**config.mk**
```make
export PLATFORM = sky130hd
export DESIGN_NAME = ifc_counter
export DESIGN_NICKNAME = d
export VERILOG_FILES = /design/src/hw/ifc_pkg.sv /design/src/hw/ifc_edge_sync.sv /design/src/hw/ifc_counter.sv
export SDC_FILE = /design/constraint.sdc
export NUM_CORES = 1
export LEC_CHECK = 0
export BUFFER_PORTS_ARGS = -buffer_cell sky130_fd_sc_hd__buf_4
export CAP_MARGIN = 25
export CORE_MARGIN = 2
export CORE_UTILIZATION = 30
export DETAILED_ROUTE_END_ITERATION = 8
export GPL_TIMING_DRIVEN = 0
export SYNTH_ARGS = -nofsm -noshare
export SYNTH_HDL_FRONTEND = slang
export SYNTH_HIERARCHICAL = 1
export SYNTH_SLANG_ARGS = --single-unit
```
**constraint.sdc**
```tcl
create_clock -name mclk -period 2.3 [get_ports mclk]
set_clock_uncertainty 0.2 [all_clocks]
set_input_delay 0.46 -clock mclk [delete_from_list [all_inputs] [get_ports mclk]]
set_output_delay 0.46 -clock mclk [all_outputs]
set_load 0.01 [all_outputs]
```
**src/hw/ifc_pkg.sv**
```systemverilog
// Constants and types shared by the IF frequency counter files
package ifc_pkg;

  // Clock and time base
  localparam int unsigned CLK_HZ = 10_000_000;
  localparam int unsigned CYC_PER_MS = CLK_HZ / 1000;
  localparam int unsigned TICK_MS = 1;
  localparam int unsigned GATE_8_MS = 8;
  localparam int unsigned GATE_32_MS = 32;
  localparam int unsigned GATE_128_MS = 128;
  localparam int unsigned TICK_CYC = TICK_MS * CYC_PER_MS;
  localparam int unsigned GATE_8_CYC = GATE_8_MS * CYC_PER_MS;
  localparam int unsigned GATE_32_CYC = GATE_32_MS * CYC_PER_MS;
  localparam int unsigned GATE_128_CYC = GATE_128_MS * CYC_PER_MS;

  // Widths
  localparam int TICK_W = 14;
  localparam int GATE_W = 21;
  localparam int COUNT_W = 19;
  localparam int ADDR_W = 12;

  // Register indices; byte address is four times the index
  localparam logic [7:0] MODE_IDX = 8'hF4;
  localparam logic [7:0] HIGH_IDX = 8'hF5;
  localparam logic [7:0] MID_IDX = 8'hF6;
  localparam logic [7:0] LOW_IDX = 8'hF7;

  // Mode register fields
  localparam int JUDGE_BIT = 7;
  localparam int START_BIT = 6;
  localparam int CLEAR_BIT = 5;
  localparam int GATE_LSB = 2;
  localparam int SEL_LSB = 0;
  localparam int SEL_EN_BIT = 1;
  localparam int SEL_AM_BIT = 0;
  // High data register field
  localparam int OVF_BIT = 3;

  // Reset values, count maximum and last prescaler step
  localparam logic [1:0] SEL_RST = 2'h0;
  localparam logic [COUNT_W-1:0] COUNT_RST = 19'h00000;
  localparam logic [COUNT_W-1:0] COUNT_MAX = 19'h7FFFF;
  localparam logic [1:0] PRE_LAST = 2'h3;

  // AXI responses
  localparam logic [1:0] RESP_OKAY = 2'h0;
  localparam logic [1:0] RESP_SLVERR = 2'h2;

  typedef enum logic [1:0] {
    GATE_8 = 2'h0,
    GATE_32 = 2'h1,
    GATE_128 = 2'h2,
    GATE_SOFT = 2'h3
  } ifc_gate_t;

  typedef enum logic [1:0] {
    ST_IDLE = 2'b00,
    ST_WAIT = 2'b01,
    ST_OPEN = 2'b11,
    ST_SOFT = 2'b10
  } ifc_state_t;

endpackage : ifc_pkg

```
**src/hw/ifc_edge_sync.sv**
```systemverilog
// Two-flop synchroniser for one IF pin, with a delayed copy for edges
`timescale 1ns/100ps
module ifc_edge_sync (
  // Clock and reset
  input wire logic mclk,
  input wire logic rst,
  // Pin
  input wire logic pin_in,
  // Synchronised level and its previous value
  output logic lvl,
  output logic lvl_prev
);

  logic meta;

  // First flop feeds only the second
  always_ff @(posedge mclk) begin
    if (rst) begin
      meta <= 1'b0;
      lvl <= 1'b0;
      lvl_prev <= 1'b0;
    end else begin
      meta <= pin_in;
      lvl <= meta;
      lvl_prev <= lvl;
    end
  end

endmodule : ifc_edge_sync

```
**src/hw/ifc_counter.sv**
```systemverilog
// IF frequency counter with AXI4-Lite register access
//
// The implementer's own choice: the AXI4-Lite interface to the registers.
`timescale 1ns/100ps
module ifc_counter #(
  parameter int unsigned TICK_CYC = ifc_pkg::TICK_CYC,
  parameter int unsigned GATE_8_CYC = ifc_pkg::GATE_8_CYC,
  parameter int unsigned GATE_32_CYC = ifc_pkg::GATE_32_CYC,
  parameter int unsigned GATE_128_CYC = ifc_pkg::GATE_128_CYC
) (
  // Clock and reset
  input wire logic mclk,
  input wire logic rst,
  // AXI4-Lite write address and data
  input wire logic [ifc_pkg::ADDR_W-1:0] s_axi_awaddr,
  input wire logic s_axi_awvalid,
  output logic s_axi_awready,
  input wire logic [31:0] s_axi_wdata,
  input wire logic [3:0] s_axi_wstrb,
  input wire logic s_axi_wvalid,
  output logic s_axi_wready,
  // AXI4-Lite write response
  output logic [1:0] s_axi_bresp,
  output logic s_axi_bvalid,
  input wire logic s_axi_bready,
  // AXI4-Lite read
  input wire logic [ifc_pkg::ADDR_W-1:0] s_axi_araddr,
  input wire logic s_axi_arvalid,
  output logic s_axi_arready,
  output logic [31:0] s_axi_rdata,
  output logic [1:0] s_axi_rresp,
  output logic s_axi_rvalid,
  input wire logic s_axi_rready,
  // IF input pins
  input wire logic fm_if_input,
  input wire logic am_if_input
);

  localparam logic [1:0] IDX_MODE = 2'h0;
  localparam logic [1:0] IDX_HIGH = 2'h1;
  localparam logic [1:0] IDX_MID = 2'h2;
  localparam logic [1:0] IDX_LOW = 2'h3;

  // Returns {hit, index}; used by both read and write paths
  function automatic logic [2:0] ifc_decode(input logic [ifc_pkg::ADDR_W-1:0] a);
    logic [9:0] w;
    w = a[ifc_pkg::ADDR_W-1:2];
    if (w == {2'h0, ifc_pkg::MODE_IDX}) ifc_decode = {1'b1, IDX_MODE};
    else if (w == {2'h0, ifc_pkg::HIGH_IDX}) ifc_decode = {1'b1, IDX_HIGH};
    else if (w == {2'h0, ifc_pkg::MID_IDX}) ifc_decode = {1'b1, IDX_MID};
    else if (w == {2'h0, ifc_pkg::LOW_IDX}) ifc_decode = {1'b1, IDX_LOW};
    else ifc_decode = 3'h0;
  endfunction : ifc_decode

  // Register state
  logic judge_flag;
  logic count_start_bit;
  ifc_pkg::ifc_gate_t gate_time_field;
  logic [1:0] input_select_field;
  logic [ifc_pkg::COUNT_W-1:0] count_value_bits;
  logic overflow_flag;
  ifc_pkg::ifc_state_t state;
  ifc_pkg::ifc_state_t next_state;
  logic [ifc_pkg::TICK_W-1:0] tick_cnt;
  logic [ifc_pkg::GATE_W-1:0] gate_left;
  logic [1:0] pre;
  logic gate_was;

  // Bus state
  logic aw_held;
  logic w_held;
  logic [ifc_pkg::ADDR_W-1:0] aw_addr_q;
  logic [7:0] w_data_q;
  logic w_lane0_q;

  // Write decode
  logic do_wr;
  logic [2:0] wr_dec;
  logic wr_mode;
  logic clr_pulse;
  logic start_rise;
  assign do_wr = aw_held && w_held && !s_axi_bvalid;
  assign wr_dec = ifc_decode(aw_addr_q);
  assign wr_mode = do_wr && w_lane0_q && wr_dec[2] && wr_dec[1:0] == IDX_MODE;
  assign clr_pulse = wr_mode && w_data_q[ifc_pkg::CLEAR_BIT];
  assign start_rise = wr_mode && w_data_q[ifc_pkg::START_BIT] && !count_start_bit;

  // Read decode
  logic rd_take;
  logic [2:0] rd_dec;
  logic rd_mode;
  assign rd_take = s_axi_arvalid && s_axi_arready;
  assign rd_dec = ifc_decode(s_axi_araddr);
  assign rd_mode = rd_take && rd_dec[2] && rd_dec[1:0] == IDX_MODE;

  // Tick and gate timing
  logic tick;
  logic gate_open;
  logic fixed_busy;
  logic expire;
  logic [ifc_pkg::GATE_W-1:0] gate_load;
  assign tick = tick_cnt == ifc_pkg::TICK_W'(TICK_CYC - 1);
  assign gate_open = state == ifc_pkg::ST_OPEN || state == ifc_pkg::ST_SOFT;
  assign fixed_busy = state == ifc_pkg::ST_WAIT || state == ifc_pkg::ST_OPEN;
  assign expire = state == ifc_pkg::ST_OPEN && gate_left == '0 && count_start_bit;

  always_comb begin
    unique case (gate_time_field)
      ifc_pkg::GATE_8: gate_load = ifc_pkg::GATE_W'(GATE_8_CYC - 1);
      ifc_pkg::GATE_32: gate_load = ifc_pkg::GATE_W'(GATE_32_CYC - 1);
      ifc_pkg::GATE_128: gate_load = ifc_pkg::GATE_W'(GATE_128_CYC - 1);
      ifc_pkg::GATE_SOFT: gate_load = '0;
    endcase
  end

  // Pin synchronisers
  logic [1:0] pin_raw;
  logic [1:0] pin_lvl;
  logic [1:0] pin_prev;
  logic [1:0] pin_evt;
  assign pin_raw = {am_if_input, fm_if_input};

  for (genvar g = 0; g < 2; g++) begin : g_pin
    ifc_edge_sync u_sync (
      .mclk(mclk),
      .rst(rst),
      .pin_in(pin_raw[g]),
      .lvl(pin_lvl[g]),
      .lvl_prev(pin_prev[g])
    );
    // High at the opening cycle counts as an edge; closing adds nothing
    assign pin_evt[g] = gate_open && pin_lvl[g] && !(pin_prev[g] && gate_was);
  end

  logic sel_evt;
  logic cnt_evt;
  assign sel_evt = input_select_field[ifc_pkg::SEL_EN_BIT]
    && (input_select_field[ifc_pkg::SEL_AM_BIT] ? pin_evt[1] : pin_evt[0]);
  assign cnt_evt = sel_evt
    && (input_select_field[ifc_pkg::SEL_AM_BIT] || pre == ifc_pkg::PRE_LAST);

  // Free-running 1 kHz tick from the system clock
  always_ff @(posedge mclk) begin
    if (rst || tick) tick_cnt <= '0;
    else tick_cnt <= tick_cnt + 1'b1;
  end

  // Gate state machine
  always_comb begin
    next_state = state;
    unique case (state)
      ifc_pkg::ST_IDLE: begin
        if (start_rise && w_data_q[ifc_pkg::GATE_LSB +: 2] != ifc_pkg::GATE_SOFT)
          next_state = ifc_pkg::ST_WAIT;
        else if (count_start_bit && gate_time_field == ifc_pkg::GATE_SOFT)
          next_state = ifc_pkg::ST_SOFT;
      end
      ifc_pkg::ST_WAIT: begin
        if (!count_start_bit) next_state = ifc_pkg::ST_IDLE;
        else if (tick) next_state = ifc_pkg::ST_OPEN;
      end
      ifc_pkg::ST_OPEN: begin
        if (!count_start_bit || gate_left == '0) next_state = ifc_pkg::ST_IDLE;
      end
      ifc_pkg::ST_SOFT: begin
        if (!count_start_bit || gate_time_field != ifc_pkg::GATE_SOFT)
          next_state = ifc_pkg::ST_IDLE;
      end
    endcase
  end

  always_ff @(posedge mclk) begin
    if (rst) begin
      state <= ifc_pkg::ST_IDLE;
      gate_was <= 1'b0;
    end else begin
      state <= next_state;
      gate_was <= gate_open;
    end
  end

  // Gate length counter, loaded at the tick so the open time is exact
  always_ff @(posedge mclk) begin
    if (rst) gate_left <= '0;
    else if (state == ifc_pkg::ST_WAIT && tick) gate_left <= gate_load;
    else if (state == ifc_pkg::ST_OPEN && gate_left != '0) gate_left <= gate_left - 1'b1;
  end

  // Mode register fields; start drops when a fixed gate ends
  always_ff @(posedge mclk) begin
    if (rst) begin
      count_start_bit <= 1'b0;
      gate_time_field <= ifc_pkg::GATE_8;
      input_select_field <= ifc_pkg::SEL_RST;
    end else if (wr_mode) begin
      count_start_bit <= w_data_q[ifc_pkg::START_BIT];
      gate_time_field <= ifc_pkg::ifc_gate_t'(w_data_q[ifc_pkg::GATE_LSB +: 2]);
      input_select_field <= w_data_q[ifc_pkg::SEL_LSB +: 2];
    end else if (expire) begin
      count_start_bit <= 1'b0;
    end
  end

  // Judge flag; the set wins over every clear
  always_ff @(posedge mclk) begin
    if (rst) judge_flag <= 1'b0;
    else if (start_rise) judge_flag <= 1'b1;
    else if (expire) judge_flag <= 1'b0;
    else if (state == ifc_pkg::ST_SOFT && wr_mode
      && w_data_q[ifc_pkg::GATE_LSB +: 2] != ifc_pkg::GATE_SOFT) judge_flag <= 1'b0;
    else if (rd_mode && !fixed_busy) judge_flag <= 1'b0;
  end

  // FM divide-by-four prescaler
  always_ff @(posedge mclk) begin
    if (rst || clr_pulse) pre <= '0;
    else if (sel_evt && !input_select_field[ifc_pkg::SEL_AM_BIT]) pre <= pre + 1'b1;
  end

  // Count and overflow
  always_ff @(posedge mclk) begin
    if (rst || clr_pulse) count_value_bits <= ifc_pkg::COUNT_RST;
    else if (cnt_evt) count_value_bits <= count_value_bits + 1'b1;
  end

  always_ff @(posedge mclk) begin
    if (rst) overflow_flag <= 1'b0;
    else if (cnt_evt && count_value_bits == ifc_pkg::COUNT_MAX) overflow_flag <= 1'b1;
    else if (clr_pulse) overflow_flag <= 1'b0;
  end

  // AXI write channels, taken in either order
  assign s_axi_awready = !aw_held;
  assign s_axi_wready = !w_held;

  always_ff @(posedge mclk) begin
    if (rst) begin
      aw_held <= 1'b0;
      w_held <= 1'b0;
      aw_addr_q <= '0;
      w_data_q <= 8'h00;
      w_lane0_q <= 1'b0;
    end else begin
      if (s_axi_awvalid && s_axi_awready) begin
        aw_held <= 1'b1;
        aw_addr_q <= s_axi_awaddr;
      end else if (do_wr) begin
        aw_held <= 1'b0;
      end
      if (s_axi_wvalid && s_axi_wready) begin
        w_held <= 1'b1;
        w_data_q <= s_axi_wdata[7:0];
        w_lane0_q <= s_axi_wstrb[0];
      end else if (do_wr) begin
        w_held <= 1'b0;
      end
    end
  end

  // Data registers accept a write with OKAY but keep their contents
  always_ff @(posedge mclk) begin
    if (rst) begin
      s_axi_bvalid <= 1'b0;
      s_axi_bresp <= ifc_pkg::RESP_OKAY;
    end else if (do_wr) begin
      s_axi_bvalid <= 1'b1;
      s_axi_bresp <= wr_dec[2] ? ifc_pkg::RESP_OKAY : ifc_pkg::RESP_SLVERR;
    end else if (s_axi_bready) begin
      s_axi_bvalid <= 1'b0;
    end
  end

  // AXI read
  logic [7:0] rd_val;
  assign s_axi_arready = !s_axi_rvalid;

  always_comb begin
    unique case (rd_dec[1:0])
      IDX_MODE: rd_val = {judge_flag, count_start_bit, 2'b00, gate_time_field,
        input_select_field};
      IDX_HIGH: rd_val = {4'h0, overflow_flag, count_value_bits[18:16]};
      IDX_MID: rd_val = count_value_bits[15:8];
      IDX_LOW: rd_val = count_value_bits[7:0];
    endcase
  end

  always_ff @(posedge mclk) begin
    if (rst) begin
      s_axi_rvalid <= 1'b0;
      s_axi_rdata <= 32'h00000000;
      s_axi_rresp <= ifc_pkg::RESP_OKAY;
    end else if (rd_take) begin
      s_axi_rvalid <= 1'b1;
      s_axi_rdata <= rd_dec[2] ? {24'h000000, rd_val} : 32'h00000000;
      s_axi_rresp <= rd_dec[2] ? ifc_pkg::RESP_OKAY : ifc_pkg::RESP_SLVERR;
    end else if (s_axi_rready) begin
      s_axi_rvalid <= 1'b0;
    end
  end
endmodule : ifc_counter

```
==> results by stage, run 1 <==
Status:
- The flow ran to the end, and the final reports show no timing, DRC or antenna violations.

Final layout:
- The number of inserted diodes is 0.
- The sequential standard cell area is around 2100 µm².
- The final cell area excluding filler cells is between 6000 and 7000 µm².
- Fill cells in the final layout number 1661.
- The fraction of layout instances using a drive strength above 1 is approximately 20%.
- From synthesis to final layout, the design area changed by 24.0%.
- The count of nets after finishing is about 740.
- Once layout is complete, the cells apart from fillers number approximately 890.
- Summing all multi-input logic gate instances after layout gives 2620 µm².

Synthesis:
- The number of cells produced by synthesis is 576.
- In the synthesized netlist the async set-or-reset flop fraction comes to 0%.
- The share of the Yosys chip area taken by registers is 42.0%.
- By area, the combinational part of the netlist is dominated by simple AND/OR/NAND/NOR gates.
- The Yosys step of the flow raised 6 warnings.
- The compound-cell area share of the yosys netlist is 13.2%.
- The synthesized netlist devotes 6.06% of its cell area to XOR and XNOR gates.
- The synthesized area per cell is 8.53 µm².
- Sorting the synthesized cells by area gives the leading types as dfxtp_1, a21oi_1, xnor2_1.
- Counting instances in the post-synthesis netlist gives the leading cell types as dfxtp_1, nand2_1, nor2_1.
- The portion of synthesized area spent on multiplexers is 3.69%.
- Of the post-synthesis cell area, the dominant cell type holds 42.0%.
- Summed over all instances, the cell type with the most area after synthesis is dfxtp_1.
- The most instantiated flip-flop cell in the synthesis netlist is dfxtp_1.
- Summing the areas of all and, or, nand and nor instances in the mapped netlist gives 24.8% of the synthesized area.
- The number of library cell types mapped by synthesis is 60.
- The number of enable flip-flop cells after synthesis is 0.
- The synthesized area is 4910 µm².
- The number of register bits inferred by synthesis is ~100.
- The adder-cell area share of the yosys netlist is 2.29%.
- The most common cell in the synthesized netlist is dfxtp_1.

Timing:
- Of the available clock period, the critical path in the final layout requires a little over nine tenths.
- The total count of hold-check failures in the final report is 0.
- The number of max-slew violations in the final report is 0.
- The final setup slack of the worst path is 0.0832 ns.
- The normalized max-slew margin is between 50 and 60%.
- Setup violations remaining at the end of the flow were counted as 0.
- The time the worst path needs with I/O delays and setup is around 2.2 ns.
- The actual slew at the worst max-slew pin is 0.691 ns.
- The sum of negative setup slack is 0 ns.
- The peak clock frequency supported by timing is 451 MHz.

Setup path:
- Among all stages on the critical path, the largest delay is contributed by or4_1.
- Traced cell by cell, the critical path runs through inv_1 -> ha_1 -> nor4b_2 -> and3_4 -> and2_2 -> or4_1 -> a31oi_1.
- The worst flop-to-flop path endpoint is gate_left[18].
- The worst path buffer plus inverter count is 1.
- For the worst setup path, the data required time is 2.38 ns.
- For this run, the slowest stage of the critical path takes 0.52 ns.
- The critical register-to-register path startpoint is gate_left[0].
- Broken down by cell family, the worst path's largest delay share belongs to simple AND/OR/NAND/NOR gates.
- The kind of start point of the critical path is a register.
- Of all nets on the critical path, the largest fanout is 9.
- The critical path class is register to register.
- Setup slack on the worst reg-to-reg path comes out at between 0.08 and 0.09 ns.
- Counting cells, the worst reg-to-reg path comes to 7.
- The worst setup path is captured at a register.
- STA puts the critical path data arrival time at between 2 and 2.5 ns.

Place:
- Once placement completed, the tool counted placed cells totaling approximately 870.
- After detailed placement, the total cell area comes to between 5000 and 6000 µm².
- The final weighted congestion in routability-driven placement is roughly 0.77.
- Timing analysis after detailed placement gives a worst setup slack of -0.213 ns.
- The quantity of I/O buffers inserted on ports is between 40 and 50.
- Once detailed placement completed, the half-perimeter wirelength came to about 8400 µm.

Power and ir drop:
- The clock network accounts for 44.7% of the total power.
- The internal power summed over all cells is 2.90 mW.
- Combinational cells account for 6.6% of the total power.
- The overall power is around 3.8 mW.
- Across the VDD grid, the largest voltage drop is roughly 0.33 mV.
- In this run switching power makes up 23.1% of total power.
- In this run the static leakage power is 2.26 nW.
- The sequential share of power is 48.7%.
- The net switching power figure is 872 µW.
- Dividing total power by cell area gives a power density of 619 nW/µm².

Drt:
- The routed via count divided by cell count is 4.67.
- Detailed routing inserted a total of 4136 vias.
- The residual DRC count is 0.
- For this block, the routed nets add up to 11800 µm of wire.
- The count of TritonRoute iterations in the first routing pass is 4.
- The count of nets left with antenna violations once routing finished came out at 0.
- For this block, the initial DRC count from the detailed router was 220.
- The routed length per placed instance is between 10 and 15 µm.

Clocking:
- The clock drives between 100 and 150 sinks.
- TritonCTS created 9 clock buffers.
- Clock tree synthesis selected as its root buffer the cell clkbuf_16.
- The number of buffers on the longest clock path is 2.
- For this design, the CTS-stage hold fixing added 0 buffers.
- The count of H-tree levels built during CTS is 3.
- Clock-pin slew was measured on the worst setup and hold paths at 0.08 ns.
- Clock latency on the worst-skew pair, taken at its later pin, is 0.35 ns.
- The clock tree from TritonCTS is yes.

Die:
- The die is ~130 µm wide.
- The initialized floorplan defines 46 standard-cell rows.
- In this run the standard cell core region covers 15900 µm².
- For this configuration, the core starts out at a cell density of 30.8%.
- The die outline area is 17400 µm².
- The top-level I/O count is 110.
- The die boundary height is 132 µm.

Global route:
- Entering global routing, the biggest net connects 19 pins.
- The total routing resource utilization after global routing is 13.8%.
- The number of global-route vias before repair is 3794.
- The total global routing overflow is 0.
- The number of antenna violations at the first check in global routing is 0.
- The wire length of the first global-routing pass is 19500 µm.

Job:
- Across the run, the number of max-cap violations was 0.

Hold path:
- The launch instance of the worst min-delay path is s_axi_rready.
- The path with the worst hold slack has its endpoint at s_axi_rvalid.
- The path type of the worst min-delay path is input pin to register.
- The hold-critical path depth is 2.
[cell usage in the layout (no fill, tap or decap), drive strengths merged, types with 3 or more instances in the layout]
cell,netlist,layout
dfxtp,103,103
buf,35,88
nand2,62,62
nor2,53,53
a21oi,49,49
clkbuf,19,28
xnor2,27,27
conb,1,26
inv,19,23
o21ai,20,20
nand3,18,18
nor3,16,16
nor2b,14,14
nor4,14,14
a211oi,12,12
mux2i,11,11
or3,11,11
ha,9,9
and3,8,8
nand4,7,7
xor2,7,7
a31oi,5,5
a22oi,4,4
nand4b,4,4
and2,4,4
or4,4,4
a32oi,3,3
nand2b,3,3
o31ai,3,3
[metrics by stage]
step / hold WS (ns) / utilization, %
after detailed placement: 0.221 / 35.3
after global routing: 0.0821 / 38.2
after floorplan: 0.214 / -
final: 0.0777 / 38.2
after global placement: 0.231 / 35.3
after CTS: 0.0647 / 37.6
[timing repair]
item	4_1_cts	5_1_grt
pin swaps	1	2
setup endpoints to repair	39	38
buffers inserted	1	6
gates resized for setup	9	25
[registers in the layout, indices dropped and copies added (netlist names), 2 cells and up]
| name | count |
|---|---|
| pre | 2 |
| g_pin.u_sync/meta | 2 |
| g_pin.u_sync/lvl_prev | 2 |
| gate_time_field | 2 |
| tick_cnt | 14 |
| state | 2 |
| count_value_bits | 19 |
| g_pin.u_sync/lvl | 2 |
| w_data_q | 6 |
| s_axi_rdata | 8 |
| aw_addr_q | 10 |
| gate_left | 21 |
| input_select_field | 2 |
[power by group through the flow]
stage,Combinational [mW],Sequential (mW),Clock [mW]
floorplan,0.152,1.88,0
global placement,0.246,1.88,0
detailed placement,0.247,1.88,0
CTS,0.249,1.84,1.73
global route,0.281,1.84,1.80
finish,0.250,1.84,1.69
[worst register-to-register path: cells and delay by family (launching register included)]
family	cells	cell delay, ns
fa+ha+maj	1	0.19
flops	1	0.35
simple gates	4	1.18
compound gates	1	0.17
buf+inv	1	0.06
[worst max path at each step]
stage	start	end	slack [ns]	cells after the start
after global placement	aw_addr_q[5]	count_value_bits[12]	-0.23	6
after global routing	w_lane0_q	count_value_bits[4]	-0.009	6
final	gate_left[0]	gate_left[18]	0.08	7
after CTS	aw_addr_q[5]	count_value_bits[4]	0.005	6
after floorplan	gate_left[0]	gate_left[18]	0.09	9
after detailed placement	aw_addr_q[5]	count_value_bits[12]	-0.21	6
[routing by layer]
metal | track usage, % | up-vias | share of wire [%]
li1 | - | 2150 | -
met1 | 19.9 | 1875 | 50
met2 | 20.4 | 100 | 43
met3 | 2.58 | 11 | 4.9
met4 | 5.31 | 0 | 1.8
met5 | 0 | - | 0
[kinds of logic after synthesis]
family                     after synthesis
AOI/OAI and AO/OA                      107
xor gates and xnor gates                34
adders and majority gates                9
buffers and inverters                   73
DFF                                    103
muxes                                   15
other                                    1
and+or+nand+nor                        234
[layout make-up]
cell class | instances | share of cell area (%)
repair buffers | 55 | 6.78
clock inverters | 6 | 1.60
flip-flops and latches | 103 | 34.1
well taps | 216 | 4.44
multi-input cells | 425 | 43.0
clock buffers | 9 | 3.70
inverters | 19 | 1.17
plain buffers | 52 | 5.18
No activity file was read; power rests on OpenSTA's default activity.
==> inputs of run 2 (changes only) <==
--- a/config.mk
+++ b/config.mk
@@ -7,10 +7,13 @@
 export LEC_CHECK = 0
 export BUFFER_PORTS_ARGS = -buffer_cell sky130_fd_sc_hd__buf_4
 export CAP_MARGIN = 25
+export CELL_PAD_IN_SITES_DETAIL_PLACEMENT = 1
+export CELL_PAD_IN_SITES_GLOBAL_PLACEMENT = 1
 export CORE_MARGIN = 2
 export CORE_UTILIZATION = 30
 export DETAILED_ROUTE_END_ITERATION = 8
 export GPL_TIMING_DRIVEN = 0
+export PLACE_DENSITY_LB_ADDON = 0.1
 export SYNTH_ARGS = -nofsm -noshare
 export SYNTH_HDL_FRONTEND = slang
 export SYNTH_HIERARCHICAL = 1
==> run 2 against run 1 <==
  * Sequential share of layout area about the same
  * Clock power down 8%
  * Final cell count up 0.34%
  * Largest power group unchanged
  * Global-route usage rose by 2.1 points
  * Routed wire length up 14%
  * Non-clock buffer count increased by 2
  * Power down 3.5%
  * Highest routed layer unchanged
  * Sequential power about the same
  * Via count up 3.0%
  * Critical path depth unchanged
  * Combinational power about the same
  * Hold slack improved by 0.0023 ns
==> results by stage, run 2 (synthesis results as in run 1) <==
Setup path:
- In this run the critical register-to-register path is captured at count_value_bits[16].
- STA classifies the critical path endpoint as a register.
- The register-to-register setup slack is 0.10 ns.
- The worst setup path is launched from a register.
- The critical path class is register to register.
- Data on the critical path arrives at its endpoint at approximately 2.3 ns.
- The startpoint identified for the worst register-to-register timing path is input_select_field[0].
- The required time of the critical path is approximately 2.4 ns.
- The delay contributed by the slowest stage of the critical path is 0.50 ns.
- The critical path goes through nor2b_2 -> a32oi_1 -> buf_4 -> or4_4 -> buf_6 -> or3_1 -> a21oi_1.
- In this run the worst path has a maximum fanout of 10.
- For this design, the slowest cell found on the critical path is or4_4.
- For the worst flop-to-flop path, the logic depth is 7.

Timing:
- For the final routed database, the setup TNS stands at 0 ns.
- The time the worst path needs with I/O delays and setup is 2.20 ns.
- For the pin with the worst max-slew slack, the measured transition is 0.631 ns.
- The number of max-slew violations in the final report was 0.
- The total count of hold-check failures in the final report is 0.
- The peak clock frequency supported by timing is 455 MHz.
- The share of the cycle needed by the critical path after routing is 95.5%.
- The normalized max-slew margin is 58.0%.
- The count of final setup violators is 0.

Clocking:
- Counting along the longest clock path gives a buffer depth of 2.
- Clock-pin slew was measured on the worst setup and hold paths at 0.07 ns.
- TritonCTS built the clock tree.
- In this run, CTS created clock tree buffers numbering 9.
- The clock tree synthesis step divided the H-tree into 3 levels.
- The number of buffers inserted for hold repair after clock tree synthesis is 0.
- The tree is rooted in a clkbuf_16.
- The tree built by TritonCTS fans out to between 100 and 150 sinks.
- At the later pin of the worst-skew pair, clock insertion delay measures 0.36 ns.

Final layout:
- The area occupied by multi-input gates is 2640 µm².
- Counting the fill cells in the layout gives 1912.
- The flip-flop count of the largest register, all copies and words added is 21.
- The final cell area excluding filler cells is just over 6000 µm².
- In the layout the commonest cells are dfxtp_1, buf_4, nand2_1, nor2_1, a21oi_1.
- The register containing the most flip-flops in the final layout is gate_left.
- The area overhead of the layout relative to synthesis is 24.3%.
- Cells fill 38.3% of the core in the end.
- The number of inserted diodes is 0.
- The largest registers in the layout are gate_left x21, count_value_bits x19, tick_cnt x14.
- Registers take 2080 µm².
- The final layout contains 745 nets.
- The library cell used most frequently in the layout, excluding fill and tap cells, is dfxtp_1.
- The fraction of layout instances using a drive strength above 1 is 21.7%.

Die:
- Once the floorplan was initialized, standard cells occupied 30.8% of the core.
- The die boundary height is 132 µm.
- The area of the core is 15900 µm².
- Row generation in the floorplan step produced 46 rows.
- From left edge to right edge, the die measures 132 µm.
- The die outline area is 17400 µm².
- In this run the count of I/O pins placed on the die edge is 110.

Status:
- The flow ran to the end, and the final reports show no timing, DRC or antenna violations.

Hold path:
- The path type of the worst min-delay path is input pin to register.
- Counting instances, the worst hold path has a depth of 2.
- The startpoint identified for the worst hold timing path is s_axi_rready.
- For hold timing, the worst endpoint is s_axi_rvalid.

Job:
- The max capacitance violation total is 0.

Drt:
- The routed length per placed instance is 15.1 µm.
- After detailed routing, the number of vias per cell comes to 4.80.
- The first detailed-routing pass ran for 4 iterations.
- The residual DRC count is 0.
- The final route contains 4262 vias.
- The routed design has between 10000 and 15000 µm of wire.
- The number of DRC markers after the initial detailed-route iteration is 158.
- The number of nets with antenna violations after detailed routing is 0.

Global route:
- The number of global-route vias before repair is 4293.
- The total routing resource utilization after global routing is between 10% and 20%.
- The number of antenna violations at the first check in global routing was 0.
- Global routing finished with a remaining overflow of 0.
- Entering global routing, the biggest net connects 17 pins.
- The wire length of the first global-routing pass is roughly 22000 µm.

Power and ir drop:
- IR analysis of the VDD net gives a maximum drop of 0.372 mV.
- The total power density per cell area is about 600 nW/µm².
- The leakage power is 2.27 nW.

Place:
- The placed wire-length estimate after detailed placement is between 10000 and 15000 µm.
- The count of buffers added on input and output ports is 48.
- After detailed placement, the total cell area comes to approximately 5600 µm².
- The congestion estimate from routability-driven global placement came to ~0.8.
run 2: worst max-delay path by stage:
stage	slack [ns]	end	cells after the start	startpoint
after detailed placement	-0.27	count_value_bits[8]	6	aw_addr_q[5]
final	0.10	count_value_bits[16]	7	input_select_field[0]
after floorplan	0.09	gate_left[18]	9	gate_left[0]
after global placement	-0.23	count_value_bits[18]	6	aw_addr_q[5]
after global routing	-0.01	gate_left[1]	6	gate_left[5]
after CTS	0.005	gate_left[11]	7	tick_cnt[0]
run 2: timing repair:
| action | in CTS | in global routing |
|---|---|---|
| setup endpoints to repair | 42 | 45 |
| endpoints found under the hold margin | 0 | 0 |
| gates resized for setup | 17 | 28 |
| setup buffers | 1 | 8 |
| cloned | 0 | 0 |
| pin swaps | 2 | 3 |
run 2: report_power, final:
part / internal, mW / switching [mW]
clock: 0.846 / 0.704
sequential: 1.82 / 0.0231
combinational: 0.119 / 0.132
run 2: through the flow:
stage / worst slack [ns] / hold WS [ns] / power, mW / std cells
detailed placement: -0.267 / 0.248 / 2.13 / 865
global placement: -0.233 / 0.234 / 2.13 / 865
global route: -0.0119 / 0.0744 / 3.79 / 888
CTS: 0.00492 / 0.0667 / 3.70 / 881
floorplan: 0.0869 / 0.214 / 2.03 / 601
finish: 0.104 / 0.0800 / 3.64 / 888
run 2: routing by layer:
layer / global-route usage [%] / vias up / share of wire (%)
met5: 0 / - / 0
met4: 5.01 / 0 / 1.6
met3: 3.61 / 14 / 4.2
met2: 25.8 / 76 / 47
met1: 21.0 / 2022 / 47
li1: - / 2150 / -
run 2: final cells by class:
cell class / count / share of cell area, %
multi-input cells: 425 / 43.2
flip-flops and latches: 103 / 34.1
repair buffers: 57 / 7.01
plain buffers: 52 / 5.29
well taps: 216 / 4.43
clock buffers: 11 / 3.81
inverters: 19 / 1.17
clock inverters: 5 / 0.964
run 2: worst max-delay path: cells and delay by family, from the launching register on:
kind	cells	cell delay, ns
and+or+nand+nor	3	0.95
DFF	1	0.36
buffers and inverters	2	0.35
AOI/OAI and AO/OA	2	0.27
